<file path="src/emf_map.svh">
// Purpose: constants of the frame-field engine: bytes, field offsets, lengths
// Assumes: byte-wide streams, one byte per CORE_CLK_I cycle
// Notes:   counters are 16 bits wide and saturate, so long frames never wrap
//
// Contract
// tx sends seven 0x55 preamble bytes itself
// rx strips preamble unless custom preamble mode
// tx inserts delimiter byte d5 after preamble
// rx always discards the delimiter byte
// custom mode: client delimiter, rx unchecked
// classify unicast, multicast, broadcast destination address
// address bytes go out lsb first
// destination address leads tx and rx data
// source address second, forwarded unchanged
// length/type 1536 or more means type
// 0x8100 means vlan, 0x8808 means pause
// tx length/type passes untouched
// rx length field strips the pad
// length check flags mismatch when enabled
// type passes unprocessed, field always delivered
// vlan acceptance allows four extra bytes
// data 0..1500 bytes, jumbo never truncated
// pad data to 46, frame to 64
// mac pad implies mac fcs; bit selects
// pad in fcs, not in length
// rx drops pad unless fcs passthrough
// rx checks fcs, flags bad frames
// client lane order da, sa, length/type
// inserted pad bytes are zero
`ifndef EMF_MAP_SVH
`define EMF_MAP_SVH

// ----------------------------------------------------------------------------
// fixed bytes and field positions
// ----------------------------------------------------------------------------
`define EMF_PRE_BYTE   8'h55
`define EMF_SFD_BYTE   8'hd5
`define EMF_PAD_BYTE   8'h00
`define EMF_ALL_ONES   8'hff
`define EMF_PRE_LEN    16'h0007
`define EMF_ADDR_LEN   16'h0006
`define EMF_LT_HI_POS  16'h000c
`define EMF_LT_LO_POS  16'h000d
`define EMF_RX_DELAY   16'h0004
`define EMF_FCS_LAST   2'h3

// ----------------------------------------------------------------------------
// lengths and length/type codes
// ----------------------------------------------------------------------------
`define EMF_MIN_NOFCS  16'h003c
`define EMF_MIN_FRAME  16'h0040
`define EMF_MAX_FRAME  16'h05ee
`define EMF_VLAN_EXTRA 16'h0004
`define EMF_HDR_FCS    16'h0012
`define EMF_DATA_MIN   16'h002e
`define EMF_TYPE_MIN   16'h0600
`define EMF_LT_VLAN    16'h8100
`define EMF_LT_PAUSE   16'h8808
`define EMF_CNT_MAX    16'hffff

// ----------------------------------------------------------------------------
// fcs crc, bit-reflected form
// ----------------------------------------------------------------------------
`define EMF_CRC_POLY   32'hedb88320
`define EMF_CRC_INIT   32'hffffffff
`define EMF_CRC_RESID  32'hdebb20e3

`endif

</file>
<file path="src/emf_pkg.sv">
// Purpose: types shared by the frame-field engine
// Assumes: nothing
// Notes:   state codes are left to the tools
package emf_pkg;

  typedef enum logic [1:0] {EMF_UNICAST, EMF_MULTICAST, EMF_BROADCAST} emf_addr_kind_t;

  typedef enum logic [2:0] {TX_IDLE, TX_PRE, TX_DATA, TX_PAD, TX_FCS, TX_GAP} emf_tx_state_t;

  typedef enum logic [2:0] {RX_IDLE, RX_PRE, RX_BODY, RX_DROP, RX_FLUSH,
                            RX_DONE} emf_rx_state_t;

endpackage : emf_pkg

</file>
<file path="src/emf_mac.sv">
// Purpose: ethernet frame-field engine, transmit framing and receive parsing
// Assumes: phy side and client side are logic on CORE_CLK_I, one byte a cycle
// Notes:   the phy serialiser sends each byte lsb first; the client keeps
//          TX_VALID_I high through a frame
`timescale 1ns/100ps
`include "emf_map.svh"

module emf_mac
  import emf_pkg::*;
(
  input  wire logic           CORE_CLK_I,
  input  wire logic           NRST_I,
  input  wire logic           CUSTOM_PRE_I,
  input  wire logic           TX_FCS_INBAND_I,
  input  wire logic           RX_FCS_PASS_I,
  input  wire logic           RX_LEN_CHECK_I,
  input  wire logic           RX_VLAN_EN_I,
  input  wire logic           RX_JUMBO_EN_I,
  input  wire logic [7:0]     TX_DATA_I,
  input  wire logic           TX_VALID_I,
  input  wire logic           TX_LAST_I,
  output logic                TX_READY_O,
  output emf_addr_kind_t      TX_ADDR_KIND_O,
  output logic [7:0]          PHY_TXD_O,
  output logic                PHY_TXEN_O,
  input  wire logic [7:0]     PHY_RXD_I,
  input  wire logic           PHY_RXDV_I,
  output logic [7:0]          RX_DATA_O,
  output logic                RX_VALID_O,
  output logic                RX_END_O,
  output logic                RX_GOOD_O,
  output logic                RX_FCS_ERR_O,
  output logic                RX_LEN_ERR_O,
  output logic                RX_SIZE_ERR_O,
  output emf_addr_kind_t      RX_ADDR_KIND_O,
  output logic                RX_IS_TYPE_O,
  output logic                RX_VLAN_O,
  output logic                RX_PAUSE_O
);

  // --------------------------------------------------------------------------
  // crc helper
  // --------------------------------------------------------------------------
  // one byte through the reflected crc, bit 0 first as on the wire
  function automatic logic [31:0] crc_byte(input logic [31:0] c, input logic [7:0] d);
    logic [31:0] r;
    r = c;
    for (int i = 0; i < 8; i++) begin
      r = (r[0] ^ d[i]) ? ((r >> 1) ^ `EMF_CRC_POLY) : (r >> 1);
    end
    return r;
  endfunction : crc_byte

  // --------------------------------------------------------------------------
  // transmit path
  // --------------------------------------------------------------------------
  emf_tx_state_t  tx_st_q;
  logic [15:0]    tx_cnt_q;
  logic [15:0]    tx_cnt_d;
  logic [1:0]     tx_fcnt_q;
  logic [31:0]    tx_crc_q;
  logic [31:0]    tx_fcs;
  logic           tx_take;
  logic           tx_mc_q;
  logic           tx_bc_q;

  assign tx_take  = TX_VALID_I && TX_READY_O;
  assign tx_cnt_d = (tx_cnt_q == `EMF_CNT_MAX) ? tx_cnt_q : tx_cnt_q + 16'h0001;
  assign tx_fcs   = ~tx_crc_q;

  // framing sequencer; the line byte and enable are registered here
  always_ff @(posedge CORE_CLK_I) begin
    if (!NRST_I) begin
      tx_st_q    <= TX_IDLE;
      tx_cnt_q   <= 16'h0000;
      tx_fcnt_q  <= 2'h0;
      tx_crc_q   <= `EMF_CRC_INIT;
      TX_READY_O <= 1'b0;
      PHY_TXD_O  <= 8'h00;
      PHY_TXEN_O <= 1'b0;
    end else begin
      unique case (tx_st_q)
        TX_IDLE: begin
          PHY_TXD_O  <= 8'h00;
          PHY_TXEN_O <= 1'b0;
          if (TX_VALID_I) begin
            PHY_TXD_O  <= `EMF_PRE_BYTE;
            PHY_TXEN_O <= 1'b1;
            tx_cnt_q   <= 16'h0001;
            tx_crc_q   <= `EMF_CRC_INIT;
            tx_st_q    <= TX_PRE;
          end
        end
        TX_PRE: begin
          if (tx_cnt_q == `EMF_PRE_LEN) begin
            // custom mode takes the client's first byte in the delimiter slot
            PHY_TXD_O  <= tx_take ? TX_DATA_I : `EMF_SFD_BYTE;
            tx_cnt_q   <= 16'h0000;
            TX_READY_O <= 1'b1;
            tx_st_q    <= TX_DATA;
          end else begin
            PHY_TXD_O <= `EMF_PRE_BYTE;
            tx_cnt_q  <= tx_cnt_d;
            if (tx_cnt_q == `EMF_PRE_LEN - 16'h0001) begin
              TX_READY_O <= CUSTOM_PRE_I;
            end
          end
        end
        TX_DATA: begin
          if (tx_take) begin
            // client bytes, addresses and length/type included, go out as given
            PHY_TXD_O  <= TX_DATA_I;
            PHY_TXEN_O <= 1'b1;
            tx_crc_q   <= crc_byte(tx_crc_q, TX_DATA_I);
            tx_cnt_q   <= tx_cnt_d;
            if (TX_LAST_I) begin
              TX_READY_O <= 1'b0;
              tx_fcnt_q  <= 2'h0;
              if (TX_FCS_INBAND_I) begin
                tx_st_q <= TX_GAP;
              end else if (tx_cnt_d < `EMF_MIN_NOFCS) begin
                tx_st_q <= TX_PAD;
              end else begin
                tx_st_q <= TX_FCS;
              end
            end
          end else begin
            // client underrun: line enable drops, nothing is invented
            PHY_TXEN_O <= 1'b0;
          end
        end
        TX_PAD: begin
          PHY_TXD_O  <= `EMF_PAD_BYTE;
          PHY_TXEN_O <= 1'b1;
          tx_crc_q   <= crc_byte(tx_crc_q, `EMF_PAD_BYTE);
          tx_cnt_q   <= tx_cnt_d;
          if (tx_cnt_d == `EMF_MIN_NOFCS) begin
            tx_st_q <= TX_FCS;
          end
        end
        TX_FCS: begin
          PHY_TXD_O  <= tx_fcs[{tx_fcnt_q, 3'b000} +: 8];
          PHY_TXEN_O <= 1'b1;
          tx_fcnt_q  <= tx_fcnt_q + 2'h1;
          if (tx_fcnt_q == `EMF_FCS_LAST) begin
            tx_st_q <= TX_GAP;
          end
        end
        TX_GAP: begin
          // at least one dead cycle so two frames never merge
          PHY_TXD_O  <= 8'h00;
          PHY_TXEN_O <= 1'b0;
          tx_st_q    <= TX_IDLE;
        end
        default: begin
          tx_st_q <= TX_IDLE;
        end
      endcase
    end
  end

  // destination address class of the frame being sent
  always_ff @(posedge CORE_CLK_I) begin
    if (!NRST_I) begin
      tx_mc_q        <= 1'b0;
      tx_bc_q        <= 1'b0;
      TX_ADDR_KIND_O <= EMF_UNICAST;
    end else begin
      if (tx_st_q == TX_DATA && tx_take && tx_cnt_q < `EMF_ADDR_LEN) begin
        if (tx_cnt_q == 16'h0000) begin
          tx_mc_q <= TX_DATA_I[0];
          tx_bc_q <= (TX_DATA_I == `EMF_ALL_ONES);
        end else begin
          tx_bc_q <= tx_bc_q && (TX_DATA_I == `EMF_ALL_ONES);
        end
      end
      TX_ADDR_KIND_O <= tx_bc_q ? EMF_BROADCAST :
                        (tx_mc_q ? EMF_MULTICAST : EMF_UNICAST);
    end
  end

  // --------------------------------------------------------------------------
  // receive path
  // --------------------------------------------------------------------------
  emf_rx_state_t  rx_st_q;
  logic [15:0]    rx_pcnt_q;
  logic [15:0]    rx_idx_q;
  logic [15:0]    rx_idx_d;
  logic [15:0]    rx_lt_q;
  logic [31:0]    rx_crc_q;
  logic [7:0]     rx_sh_q [4];
  logic [1:0]     rx_fcnt_q;
  logic           rx_mc_q;
  logic           rx_bc_q;
  logic           rx_is_len;
  logic           rx_keep;
  logic [15:0]    rx_max;
  logic           rx_len_bad;
  logic           rx_size_bad;
  logic           rx_short;

  assign rx_idx_d  = (rx_idx_q == `EMF_CNT_MAX) ? rx_idx_q : rx_idx_q + 16'h0001;
  assign rx_is_len = (rx_lt_q < `EMF_TYPE_MIN);
  // byte leaving the delay line is kept unless it is length-frame pad and fcs passthrough is off
  assign rx_keep   = RX_FCS_PASS_I || !rx_is_len
                     || (rx_idx_q < rx_lt_q + `EMF_HDR_FCS);
  assign rx_max    = `EMF_MAX_FRAME + ((RX_VLAN_EN_I && rx_lt_q == `EMF_LT_VLAN) ?
                     `EMF_VLAN_EXTRA : 16'h0000);
  assign rx_short  = (rx_idx_q < `EMF_MIN_FRAME);
  // short length fields must come with exactly the minimum frame
  assign rx_len_bad = RX_LEN_CHECK_I && rx_is_len &&
                      ((rx_lt_q < `EMF_DATA_MIN) ? (rx_idx_q != `EMF_MIN_FRAME)
                       : (rx_idx_q != rx_lt_q + `EMF_HDR_FCS));
  assign rx_size_bad = rx_short || (!RX_JUMBO_EN_I && rx_idx_q > rx_max);

  // parser: preamble, body through a four byte delay, flush, end report
  always_ff @(posedge CORE_CLK_I) begin
    if (!NRST_I) begin
      rx_st_q    <= RX_IDLE;
      rx_pcnt_q  <= 16'h0000;
      rx_idx_q   <= 16'h0000;
      rx_lt_q    <= `EMF_CNT_MAX;
      rx_crc_q   <= `EMF_CRC_INIT;
      rx_fcnt_q  <= 2'h0;
      rx_sh_q    <= '{default: 8'h00};
      RX_DATA_O  <= 8'h00;
      RX_VALID_O <= 1'b0;
      RX_END_O   <= 1'b0;
    end else begin
      RX_VALID_O <= 1'b0;
      RX_END_O   <= 1'b0;
      unique case (rx_st_q)
        RX_IDLE: begin
          rx_idx_q <= 16'h0000;
          rx_lt_q  <= `EMF_CNT_MAX;
          rx_crc_q <= `EMF_CRC_INIT;
          if (PHY_RXDV_I) begin
            rx_pcnt_q <= 16'h0001;
            if (CUSTOM_PRE_I) begin
              RX_DATA_O  <= PHY_RXD_I;
              RX_VALID_O <= 1'b1;
              rx_st_q    <= RX_PRE;
            end else if (PHY_RXD_I == `EMF_SFD_BYTE) begin
              rx_st_q <= RX_BODY;
            end else if (PHY_RXD_I == `EMF_PRE_BYTE) begin
              rx_st_q <= RX_PRE;
            end else begin
              rx_st_q <= RX_DROP;
            end
          end
        end
        RX_PRE: begin
          if (!PHY_RXDV_I) begin
            rx_st_q <= RX_IDLE;
          end else if (CUSTOM_PRE_I) begin
            // delimiter slot is dropped without looking at its value
            if (rx_pcnt_q == `EMF_PRE_LEN) begin
              rx_st_q <= RX_BODY;
            end else begin
              RX_DATA_O  <= PHY_RXD_I;
              RX_VALID_O <= 1'b1;
              rx_pcnt_q  <= rx_pcnt_q + 16'h0001;
            end
          end else if (PHY_RXD_I == `EMF_SFD_BYTE) begin
            rx_st_q <= RX_BODY;
          end else if (PHY_RXD_I != `EMF_PRE_BYTE) begin
            rx_st_q <= RX_DROP;
          end
        end
        RX_BODY: begin
          if (PHY_RXDV_I) begin
            rx_sh_q  <= '{rx_sh_q[1], rx_sh_q[2], rx_sh_q[3], PHY_RXD_I};
            rx_crc_q <= crc_byte(rx_crc_q, PHY_RXD_I);
            rx_idx_q <= rx_idx_d;
            if (rx_idx_q == `EMF_LT_HI_POS) begin
              rx_lt_q[15:8] <= PHY_RXD_I;
            end
            if (rx_idx_q == `EMF_LT_LO_POS) begin
              rx_lt_q[7:0] <= PHY_RXD_I;
            end
            // da, sa and length/type all leave the delay line in order
            if (rx_idx_q >= `EMF_RX_DELAY && rx_keep) begin
              RX_DATA_O  <= rx_sh_q[0];
              RX_VALID_O <= 1'b1;
            end
          end else begin
            rx_fcnt_q <= 2'h0;
            rx_st_q   <= RX_FCS_PASS_I ? RX_FLUSH : RX_DONE;
          end
        end
        RX_FLUSH: begin
          // the held bytes are the fcs; delivered only in passthrough mode
          rx_sh_q   <= '{rx_sh_q[1], rx_sh_q[2], rx_sh_q[3], 8'h00};
          rx_fcnt_q <= rx_fcnt_q + 2'h1;
          if ({14'h0000, rx_fcnt_q} + rx_idx_q >= `EMF_RX_DELAY) begin
            RX_DATA_O  <= rx_sh_q[0];
            RX_VALID_O <= 1'b1;
          end
          if (rx_fcnt_q == `EMF_FCS_LAST) begin
            rx_st_q <= RX_DONE;
          end
        end
        RX_DONE: begin
          RX_END_O <= 1'b1;
          rx_st_q  <= RX_IDLE;
        end
        RX_DROP: begin
          if (!PHY_RXDV_I) begin
            rx_st_q <= RX_IDLE;
          end
        end
        default: begin
          rx_st_q <= RX_IDLE;
        end
      endcase
    end
  end

  // frame status, stable from the end report until the next frame ends
  always_ff @(posedge CORE_CLK_I) begin
    if (!NRST_I) begin
      RX_GOOD_O     <= 1'b0;
      RX_FCS_ERR_O  <= 1'b0;
      RX_LEN_ERR_O  <= 1'b0;
      RX_SIZE_ERR_O <= 1'b0;
      RX_IS_TYPE_O  <= 1'b0;
      RX_VLAN_O     <= 1'b0;
      RX_PAUSE_O    <= 1'b0;
    end else if (rx_st_q == RX_DONE) begin
      RX_FCS_ERR_O  <= (rx_crc_q != `EMF_CRC_RESID);
      RX_LEN_ERR_O  <= rx_len_bad;
      RX_SIZE_ERR_O <= rx_size_bad;
      RX_GOOD_O     <= (rx_crc_q == `EMF_CRC_RESID) && !rx_len_bad && !rx_size_bad;
      RX_IS_TYPE_O  <= !rx_is_len;
      RX_VLAN_O     <= (rx_lt_q == `EMF_LT_VLAN);
      RX_PAUSE_O    <= (rx_lt_q == `EMF_LT_PAUSE);
    end
  end

  // destination address class of the frame being received
  always_ff @(posedge CORE_CLK_I) begin
    if (!NRST_I) begin
      rx_mc_q        <= 1'b0;
      rx_bc_q        <= 1'b0;
      RX_ADDR_KIND_O <= EMF_UNICAST;
    end else begin
      if (rx_st_q == RX_BODY && PHY_RXDV_I && rx_idx_q < `EMF_ADDR_LEN) begin
        if (rx_idx_q == 16'h0000) begin
          rx_mc_q <= PHY_RXD_I[0];
          rx_bc_q <= (PHY_RXD_I == `EMF_ALL_ONES);
        end else begin
          rx_bc_q <= rx_bc_q && (PHY_RXD_I == `EMF_ALL_ONES);
        end
      end
      if (rx_st_q == RX_DONE) begin
        RX_ADDR_KIND_O <= rx_bc_q ? EMF_BROADCAST :
                          (rx_mc_q ? EMF_MULTICAST : EMF_UNICAST);
      end
    end
  end

endmodule : emf_mac

</file>
<file path="config.mk">
export PLATFORM = sky130hd
export DESIGN_NAME = emf_mac
export DESIGN_NICKNAME = d
export VERILOG_FILES = /design/src/emf_pkg.sv /design/src/emf_mac.sv
export VERILOG_INCLUDE_DIRS = /design/src
export SDC_FILE = /design/constraint.sdc
export NUM_CORES = 1
export LEC_CHECK = 0
export BUFFER_PORTS_ARGS = -buffer_cell sky130_fd_sc_hd__buf_2
export CORE_MARGIN = 8
export CORE_UTILIZATION = 40
export CTS_CLUSTER_SIZE = 12
export DETAILED_ROUTE_END_ITERATION = 10
export HOLD_SLACK_MARGIN = 0.15
export PLACE_DENSITY = 0.54
export SLEW_MARGIN = 20
export SYNTH_ARGS = -nofsm -noshare
export SYNTH_HDL_FRONTEND = slang
export SYNTH_SLANG_ARGS = --single-unit
</file>
<file path="constraint.sdc">
create_clock -name CORE_CLK_I -period 4.7 [get_ports CORE_CLK_I]
set_input_delay 0.94 -clock CORE_CLK_I [delete_from_list [all_inputs] [get_ports CORE_CLK_I]]
set_output_delay 0.94 -clock CORE_CLK_I [all_outputs]
set_load 0.01 [all_outputs]
</file>
==> results.cfg, run 1 <==
[critical_path]
worst_setup_path_end_kind = register
rr_worst_depth = 14
critPathMaxFanout = 9
critical_path_class = register to register
cp.arrival_ps = 3730
cp-start-kind = register
rrSetupSlack_ps = 1430
r2r_end = RX_DATA_O[0]$_SDFFE_PN0P_
crit_required_ps = 5160
reg2reg_from = rx_lt_q[1]$_SDFFE_PN1P_

[layout]
diodes = 0
fill_cells = 3045
nets = 1567
seq_area_um2 = 4110
drive_above_1_share_pct = 10.7
area_growth_pct = 10.8
multiInputGateArea_um2 = 7910

[min_path]
hold_depth = 2
min-delay-start = rx_sh_q[22]$_SDFFE_PN0P_
whs_endpoint = rx_sh_q[30]$_SDFFE_PN0P_
worstHoldPathType = register to register

[route]
drt_first_pass_iters = 5
vias = 10672
antenna_left = 0
viasPerCell = 5.55
drt_wl_total_mm = 34.7
wl_per_cell_um = 18.0
drc = 0
drt_iter0_drc = 711

[yosys]
synth.distinct_cells = 80
ys_seq_elements = 205
synth_top_area_share_pct = 32.9
syn_inst = 1507
synth_area_um2 = 12500
yosys_most_used_dff = dfxtp_1
synth_area_leaders = dfxtp_1 33%, xnor2_1 11%, nand2_1 6.8%
syn_area_per_cell_um2 = 8.28
yosys.area.top_type = dfxtp_1
synth_nets = 1566
synth_edf_count = 0
post_synth_most_frequent_cells = 226 x nand2_1, 205 x dfxtp_1, 156 x xnor2_1, 119 x nor2_1, 92 x a21oi_1
post-synth-top-count-cell = nand2_1
ys_async_sr_fraction_pct = 0
yosysSeqAreaShare_pct = 32.9
yosysWarnings = 0

[timing]
period_share_pct = 69.6
min_period_ps = 3270
final-setup-viol-count = 0
max_freq_ghz = 0.306
fin_hold_ws_ps = 448
fin_tns_setup_ps = 0
finalClockSkew_ps = 14.1
relSlewSlack_pct = 40.6
hold_viol_final = 0
setup_slack_ps = 1430
rsz0062_at_grt = no
tightest_slew_ps = 889
slew_viol_final = 0

[pwr]
power_leakage_nw = 5.10
power.total_mw = 5.57
max-vdd-ir-drop_mv = 0.245
power.density_nw_per_um2 = 403

[place]
dpl.hpwl_mm = 24.4
dp_worst_setup_slack_ps = 1480
io_buffers = 57
gp_congestion = 0.873

[floorplan]
die_area_um2 = 37100
die_h_um = 193
rows = 64
fp.dieW_um = 193
start_util_pct = 40.7
ios = 58
core_area_um2 = 30700

[clocking]
postCtsHoldBufs = 0
clk_pin_slew_worst_paths_ps = 60
cts_setup_buffers = 0
cts.sinks = 205
cts_buffers = 25
post_cts.resized_instances = 0
ctsRootBufferMaster = clkbuf_16
htree_levels = 1
cts_tree = done
worstSkewPairLatency_ps = 540
clockBufferDepth = 3

[grt]
grt_overflow = 0
grt_pass1_wl_mm = 57.2
antenna_found_initial = 1
grt_pass1_vias = 10548
grt_start_max_net_pins = 62
grt_use_total_pct = 18.7

[run]
cap_violations = 0

[status]
outcome = finished clean
[stage by stage]
| stage | cells | utilization (%) | area (µm²) |
|---|---|---|---|
| floorplan | 1507 | - | 12500 |
| global placement | 1877 | 42.3 | 13000 |
| detailed placement | 1877 | 42.3 | 13000 |
| CTS | 1922 | 45.1 | 13800 |
| global route | 1922 | 45.1 | 13800 |
| finish | 1922 | 45.1 | 13800 |
[layout make-up]
cell class                      instances  share of cell area [%]
Clock buffer                           35                    5.08
Clock inverter                         10                    1.06
Inverter                               21                   0.570
Multi-Input combinational cell       1184                    57.2
Sequential cell                       205                    29.7
Tap cell                              396                    3.58
Timing Repair Buffer                   71                    2.84
[sequential cells by signal, indices dropped and copies added, names as in the netlist, 2 cells and up]
name	count
rx_sh_q	32
RX_DATA_O	8
TX_ADDR_KIND_O	2
rx_lt_q	16
rx_fcnt_q	2
RX_ADDR_KIND_O	2
tx_crc_q	32
tx_fcnt_q	2
rx_idx_q	16
tx_cnt_q	16
PHY_TXD_O	8
rx_crc_q	32
tx_st_q	3
rx_st_q	3
rx_pcnt_q	16
[logic make-up (layout without fill, tap and decap cells)]
kind of cell	count (synthesis)	count (layout)	synth area share [%]
muxes	55	55	5.33
buffers and inverters	118	137	3.90
xor gates and xnor gates	244	244	18.1
AOI/OAI and AO/OA	281	281	14.7
DFF	205	205	32.9
and+or+nand+nor	572	572	21.8
adders and majority gates	32	32	3.27
[critical path, cell delays in order, from the launching register on]
cell	delay, ps
dfxtp_1	420
ha_1	220
a21oi_1	100
nor2_1	210
and2_1	200
nand4_1	110
xor2_1	160
ha_1	290
nand3_1	110
nor4_1	430
o21ai_0	190
o2111a_1	180
o21ai_1	130
buf_4	230
mux2i_1	200
[power by group]
| group | switching (mW) | internal [mW] | total (mW) |
|---|---|---|---|
| combinational | 0.991 | 0.625 | 1.62 |
| clock | 0.791 | 1.21 | 2.00 |
| sequential | 0.118 | 1.83 | 1.95 |
| total | 1.90 | 3.67 | 5.57 |
[layer usage]
layer	part of all wire (%)	track usage, %
met5	0.032	0
met4	2.2	4.73
met3	4.7	2.84
met2	45	30.1
met1	48	25.7
[worst max path at each step]
stage                                  startpoint                    endpoint
after detailed placement  rx_lt_q[6]$_SDFFE_PN1P_  RX_SIZE_ERR_O$_SDFFE_PN0P_
final                     rx_lt_q[1]$_SDFFE_PN1P_   RX_DATA_O[0]$_SDFFE_PN0P_
after CTS                 rx_lt_q[1]$_SDFFE_PN1P_   RX_DATA_O[0]$_SDFFE_PN0P_
after global routing      rx_lt_q[1]$_SDFFE_PN1P_      RX_GOOD_O$_SDFFE_PN0P_
after global placement    rx_lt_q[1]$_SDFFE_PN1P_      RX_GOOD_O$_SDFFE_PN0P_
after floorplan                      TX_DATA_I[5]   tx_crc_q[24]$_SDFFE_PN1P_
[cell usage in the layout (no fill, tap or decap), types with 11 or more instances in the layout]
master	netlist	layout
o22ai_1	54	54
nor2_1	119	118
inv_1	18	18
xor2_1	75	75
nand2_1	226	225
ha_1	31	31
a21oi_1	92	92
mux2i_1	35	35
dfxtp_1	205	204
mux2_2	12	12
nor4_1	21	21
clkbuf_16	0	25
or3_1	11	11
buf_2	23	56
nand2b_1	16	16
o21ai_0	37	36
nor3_1	29	28
and2_1	13	13
a21o_1	12	12
buf_4	2	15
nand4_1	34	34
and3_1	17	17
nand3_1	37	37
xnor2_1	156	156
Power figures use the tool's default switching activity.
==> run 2: changes to the inputs <==
- ABC_AREA: not set -> 1
- PLACE_DENSITY: 0.54 -> 0.56
- clock period: 4.7 -> 2.95 ns (I/O delays scaled with it)
==> run 2 against run 1 <==
  * The flow now finishes with violations (negative setup slack)
  * Fmax rose by 9.1%
  * Synthesized cell count rose by 31%
  * Combinational power rose to 5.7 times the previous value
  * Register-to-register slack got worse by 1500 ps
  * Worst setup slack got worse by 1500 ps
  * First-iteration DRC count rose by 22%
  * Clock skew fell by 2.1 ps
  * Sequential share of layout area fell by 3.4 points
  * Sequential power rose by 110%
  * Utilization rose by 1.5 points
  * Count of clock-buffer cells in the layout rose by 2
  * Cell count rose by 30%
  * Critical path type unchanged
  * Critical endpoint is now RX_DATA_O[4]$_SDFFE_PN0P_
  * Largest cell class unchanged
==> results.cfg, run 2 <==
[route]
wl_per_cell_um = 16.8
vias = 13117
drt_iter0_drc = 868
antenna_left = 0
drt_first_pass_iters = 5
drt_wl_total_mm = 42.1
viasPerCell = 5.24
drc = 0

[grt]
grt_pass1_vias = 12463
grt_use_total_pct = 20.2
grt_pass1_wl_mm = 67.8
antenna_found_initial = 0
grt_start_max_net_pins = 68
grt_overflow = 0

[yosys]
syn_inst = 1970
yosys.area.top_type = dfxtp_1
synth_top_area_share_pct = 30.2
syn_area_per_cell_um2 = 6.90
yosys_most_used_dff = dfxtp_1
synth.distinct_cells = 62
synth_edf_count = 0
synth_area_um2 = 13600
yosysSeqAreaShare_pct = 30.2
ys_seq_elements = 205
post_synth_most_frequent_cells = 357 x nand2_1, 206 x inv_1, 205 x dfxtp_1, 190 x o21ai_0, 179 x nor2_1
synth_nets = 2029
post-synth-top-count-cell = nand2_1
ys_async_sr_fraction_pct = 0
synth_area_leaders = dfxtp_1 30%, nand2_1 9.9%, o21ai_0 7.0%
yosysWarnings = 0

[pwr]
power_leakage_nw = 6.83
seqPwrFrac_pct = 24.7
p_int_mw = 9.01
power.density_nw_per_um2 = 1080
switching_share_pct = 46.5
p_clk_share_pct = 20.0
power_frac_comb_pct = 55.2
power.total_mw = 16.8
p_sw_mw = 7.81
max-vdd-ir-drop_mv = 0.540

[status]
outcome = complete, but fails checks
violations = negative setup slack

[layout]
multiInputGateArea_um2 = 8420
fill_cells = 3495
area_growth_pct = 14.8
final_area_um2 = 15600
nets = 2094
final_cell_mix = 350 x nand2_1, 206 x inv_1, 202 x dfxtp_1, 187 x o21ai_0, 176 x nor2_1
drive_above_1_share_pct = 13.5
diodes = 0
reg_top3 = rx_crc_q: 32 flops, rx_sh_q: 32 flops, tx_crc_q: 32 flops
seq_area_um2 = 4110
layout_commonest_cell = nand2_1

[timing]
setup_slack_ps = -48.7
final-setup-viol-count = 7
rsz0062_at_grt = yes
finalClockSkew_ps = 12.0
relSlewSlack_pct = 51.5
min_period_ps = 3000
hold_viol_final = 0
period_share_pct = 102
max_freq_ghz = 0.333
tightest_slew_ps = 728
slew_viol_final = 0

[floorplan]
start_util_pct = 40.6
fp.dieW_um = 200
core_area_um2 = 33500
die_h_um = 200
die_area_um2 = 40200
ios = 58
rows = 67

[run]
cap_violations = 0

[clocking]
htree_levels = 1
cts_tree = done
worstSkewPairLatency_ps = 540
clk_pin_slew_worst_paths_ps = 60
clockBufferDepth = 3
postCtsHoldBufs = 0
ctsRootBufferMaster = clkbuf_16
cts.sinks = 205
cts_buffers = 26

[place]
io_buffers = 57
gp_congestion = 0.889
placed_area_um2 = 14500
dpl.hpwl_mm = 30.9

[critical_path]
cp.arrival_ps = 3430
critPathMaxFanout = 7
critical_path_class = register to register
cp-start-kind = register
worst_setup_path_end_kind = register
crit_required_ps = 3380

[min_path]
worstHoldPathType = primary input to register
run 2: path summary, 6_finish.rpt:
path,depth (start not counted),to,slack (ps),start
max,20,RX_DATA_O[4]$_SDFFE_PN0P_,-50,rx_lt_q[1]$_SDFFE_PN1P_
min,3,PHY_TXD_O[1]$_SDFFE_PN0P_,390,TX_DATA_I[1]
max reg2reg,20,RX_DATA_O[4]$_SDFFE_PN0P_,-50,rx_lt_q[1]$_SDFFE_PN1P_
min reg2reg,2,rx_sh_q[10]$_SDFFE_PN0P_,450,rx_sh_q[2]$_SDFFE_PN0P_
run 2: what timing repair did:
action / CTS / global route
gates resized for setup: 26 / 17
gates cloned: 1 / 0
pin swaps: 2 / 12
buffers inserted: 2 / 3
endpoints found under the setup margin: 8 / 10
run 2: through the flow:
step | instances | hold WS (ps) | util [%] | TNS (ps) | setup WS, ps
floorplan | 1970 | 407 | - | 0 | 31.0
global placement | 2449 | 442 | 43.1 | -184 | -31.0
detailed placement | 2449 | 444 | 43.1 | -908 | -132
CTS | 2500 | 359 | 46.3 | 0 | 13.0
global route | 2503 | 385 | 46.6 | -2060 | -270
finish | 2503 | 389 | 46.6 | -274 | -48.7
run 2: power by group through the flow:
stage               Clock [mW]  Combinational, mW  Sequential, mW
finish                    3.37               9.29            4.16
floorplan                    0               6.93            4.00
detailed placement           0               8.91            4.19
global placement             0               8.83            4.18
global route              3.56               10.4            4.26
CTS                       3.44               9.16            4.14
run 2: logic make-up (layout without fill, tap and decap cells):
group	Yosys count	in the layout	synth area share [%]
buffers and inverters	306	391	9.16
flip-flops	205	205	30.2
adder cells (fa/ha/maj)	32	32	3.00
AO/OA/AOI/OAI	484	484	20.0
multiplexers	2	2	0.147
AND/OR/NAND/NOR	770	770	25.1
XOR/XNOR	171	171	12.4
run 2: final cells by class:
type / instances / share of cell area, %
clock buffer: 37 / 4.88
clock inverter: 11 / 0.977
inverter: 236 / 5.73
multi-input combinational: 1459 / 53.9
sequential: 205 / 26.3
tap: 448 / 3.59
timing repair buffer: 107 / 4.61
run 2: per-layer routing:
metal / GRT usage (%) / up-vias / share of wire, %
li1: - / 6679 / -
met1: 25.9 / 6054 / 45
met2: 35.1 / 312 / 47
met3: 2.28 / 72 / 4.3
met4: 6.33 / 0 / 3.1
met5: 0 / - / 0
run 2: critical path: stages, from the launching register on:
cell     delay [ps]
dfxtp_4         370
ha_4            140
nand2_2          50
nand2_2          90
nand3_4          90
nor2_4          150
nand3_4         110
nor4_4          190
xor2_1          110
ha_1            340
nand2_2         110
nor4_4          280
nand2_1         100
nand2_2          70
nand2_2          60
nand2_2          80
a21oi_4          80
buf_12          150
buf_16          130
a21oi_2         130
nor2_1           60
==> run 3: changes to the inputs <==
- ABC_AREA: 1 -> not set
==> run 3 against run 2 <==
  * The run now ends clean
  * Power is 45% lower
  * Sequential share of layout area is 1.8 points higher
  * Worst setup slack better by 100 ps
  * Design area is 6.3% lower
  * First-iteration DRC count is 7.1% lower
==> results.cfg, run 3 (same netlist as run 1, synthesis figures left out) <==
[status]
outcome = finished clean

[layout]
layout_commonest_cell = nand2_1
diodes = 0
area_growth_pct = 17.2
nets = 1648
reg_top3 = rx_crc_q: 32 flops, rx_sh_q: 32 flops, tx_crc_q: 32 flops
final_util_pct = 47.7
final_area_um2 = 14600
final_cell_mix = 225 x nand2_1, 200 x dfxtp_1, 156 x xnor2_1, 115 x nor2_1, 93 x buf_4
drive_above_1_share_pct = 16.9

[floorplan]
start_util_pct = 40.7
die_area_um2 = 37100
fp.dieW_um = 193
core_area_um2 = 30700
ios = 58
rows = 64
die_h_um = 193

[route]
vias = 11124
viasPerCell = 5.55
drt_iter0_drc = 806
wl_per_cell_um = 18.3
drt_wl_total_mm = 36.6
antenna_left = 0
drt_first_pass_iters = 5
drc = 0

[pwr]
power.density_nw_per_um2 = 632
power_leakage_nw = 5.55
max-vdd-ir-drop_mv = 0.473
power.total_mw = 9.25

[place]
dpl.hpwl_mm = 25.5
dp_worst_setup_slack_ps = -98.4
gp_congestion = 0.887
io_buffers = 57
placed_area_um2 = 13500

[critical_path]
critPathMaxFanout = 5
path_cells = buf_6 > a31o_2 > and2_4 > nand3_4 > nor2_4 > xnor2_1 > ha_1 > nand3_2 > or4_1 > o2111a_2 > o21ai_4 > buf_4 > mux2i_1
cp-start-kind = register
worst_setup_path_end_kind = register
cp.depth = 13
path_delay_family = simple AND/OR/NAND/NOR gates
rr_worst_depth = 13
path_buf_inv = 2
cp.arrival_ps = 3360
crit_required_ps = 3420
max_stage_delay_ps = 520
critical_path_class = register to register
slowest_stage = or4_1

[clocking]
cts_buffers = 25
ctsRootBufferMaster = clkbuf_16
htree_levels = 1
clockBufferDepth = 3
cts.sinks = 205
worstSkewPairLatency_ps = 540
cts_tree = done
clk_pin_slew_worst_paths_ps = 60
postCtsHoldBufs = 0

[min_path]
hold_depth = 3
worstHoldPathType = primary input to register

[timing]
tightest_slew_ps = 787
slew_viol_final = 0
rsz0062_at_grt = yes
relSlewSlack_pct = 47.4
finalClockSkew_ps = 16.7
final-setup-viol-count = 0
period_share_pct = 98.2
setup_slack_ps = 53.0
hold_viol_final = 0
max_freq_ghz = 0.345
min_period_ps = 2900

[grt]
grt_start_max_net_pins = 82
grt_pass1_wl_mm = 59.2
grt_use_total_pct = 19.5
antenna_found_initial = 1
grt_overflow = 0
grt_pass1_vias = 10670

[run]
cap_violations = 0
[run 3: changes by cell type in the layout (fill, tap and decap cells not counted), sizes merged, moves of 51 or more]
cell and delta:
nand2 -151, inv -215, xnor2 +104, nand3 -71, a21oi -78, o22ai +51
o21ai -166, nor2 -73, o211ai -53
[run 3: worst register-to-register path: stages, from the launching register on]
cell	delay (ps)
dfxtp_4	350
buf_6	130
a31o_2	210
and2_4	180
nand3_4	80
nor2_4	50
xnor2_1	130
ha_1	320
nand3_2	120
or4_1	520
o2111a_2	170
o21ai_4	200
buf_4	200
mux2i_1	180
[run 3: power breakdown]
| group | internal [mW] | leakage (nW) | total (mW) | switching [mW] |
|---|---|---|---|---|
| Combinational | 1.16 | 3.46 | 2.88 | 1.71 |
| Clock | 2.03 | 0.440 | 3.29 | 1.26 |
| Sequential | 2.92 | 1.66 | 3.09 | 0.162 |
[run 3: final timing paths]
path / startpoint / end / slack, ps
worst max-delay path: rx_lt_q[1]$_SDFFE_PN1P_ / RX_DATA_O[5]$_SDFFE_PN0P_ / 50
worst min-delay path: PHY_RXD_I[4] / rx_sh_q[4]$_SDFFE_PN0P_ / 380
worst max register to register: rx_lt_q[1]$_SDFFE_PN1P_ / RX_DATA_O[5]$_SDFFE_PN0P_ / 50
worst min register to register: rx_sh_q[22]$_SDFFE_PN0P_ / rx_sh_q[22]$_SDFFE_PN0P_ / 450
[run 3: per-stage QoR]
step                setup TNS [ps]  hold WS [ps]  std cells
floorplan                        0           429       1507
global placement              -142           439       1952
detailed placement            -536           443       1952
CTS                              0           352       2002
global route                  -253           364       2004
finish                           0           381       2004
[run 3: what timing repair did]
item | 4_1_cts | 5_1_grt
gates cloned | 1 | 0
endpoints found under the setup margin | 11 | 11
setup buffers | 3 | 2
resized for setup | 16 | 21
pin swaps | 12 | 17
[run 3: per-layer routing]
layer / vias up / routed length [µm] / share of wire (%) / global-route usage [%]
met2: 263 / 16900 / 46 / 31.6
li1: 5455 / - / - / -
met5: - / 13 / 0.036 / 0
met3: 69 / 1640 / 4.5 / 2.31
met4: 2 / 976 / 2.7 / 5.41
met1: 5335 / 17000 / 47 / 27.0
[run 3: area by class of cell]
cell class / instances / area [µm²]
repair buffers: 152 / 1020
clock buffers: 33 / 706
fillers: 3009 / 16000
flip-flops and latches: 205 / 4120
inverters: 21 / 81.3
well taps: 396 / 495
multi-input cells: 1184 / 8040
clock inverters: 13 / 176
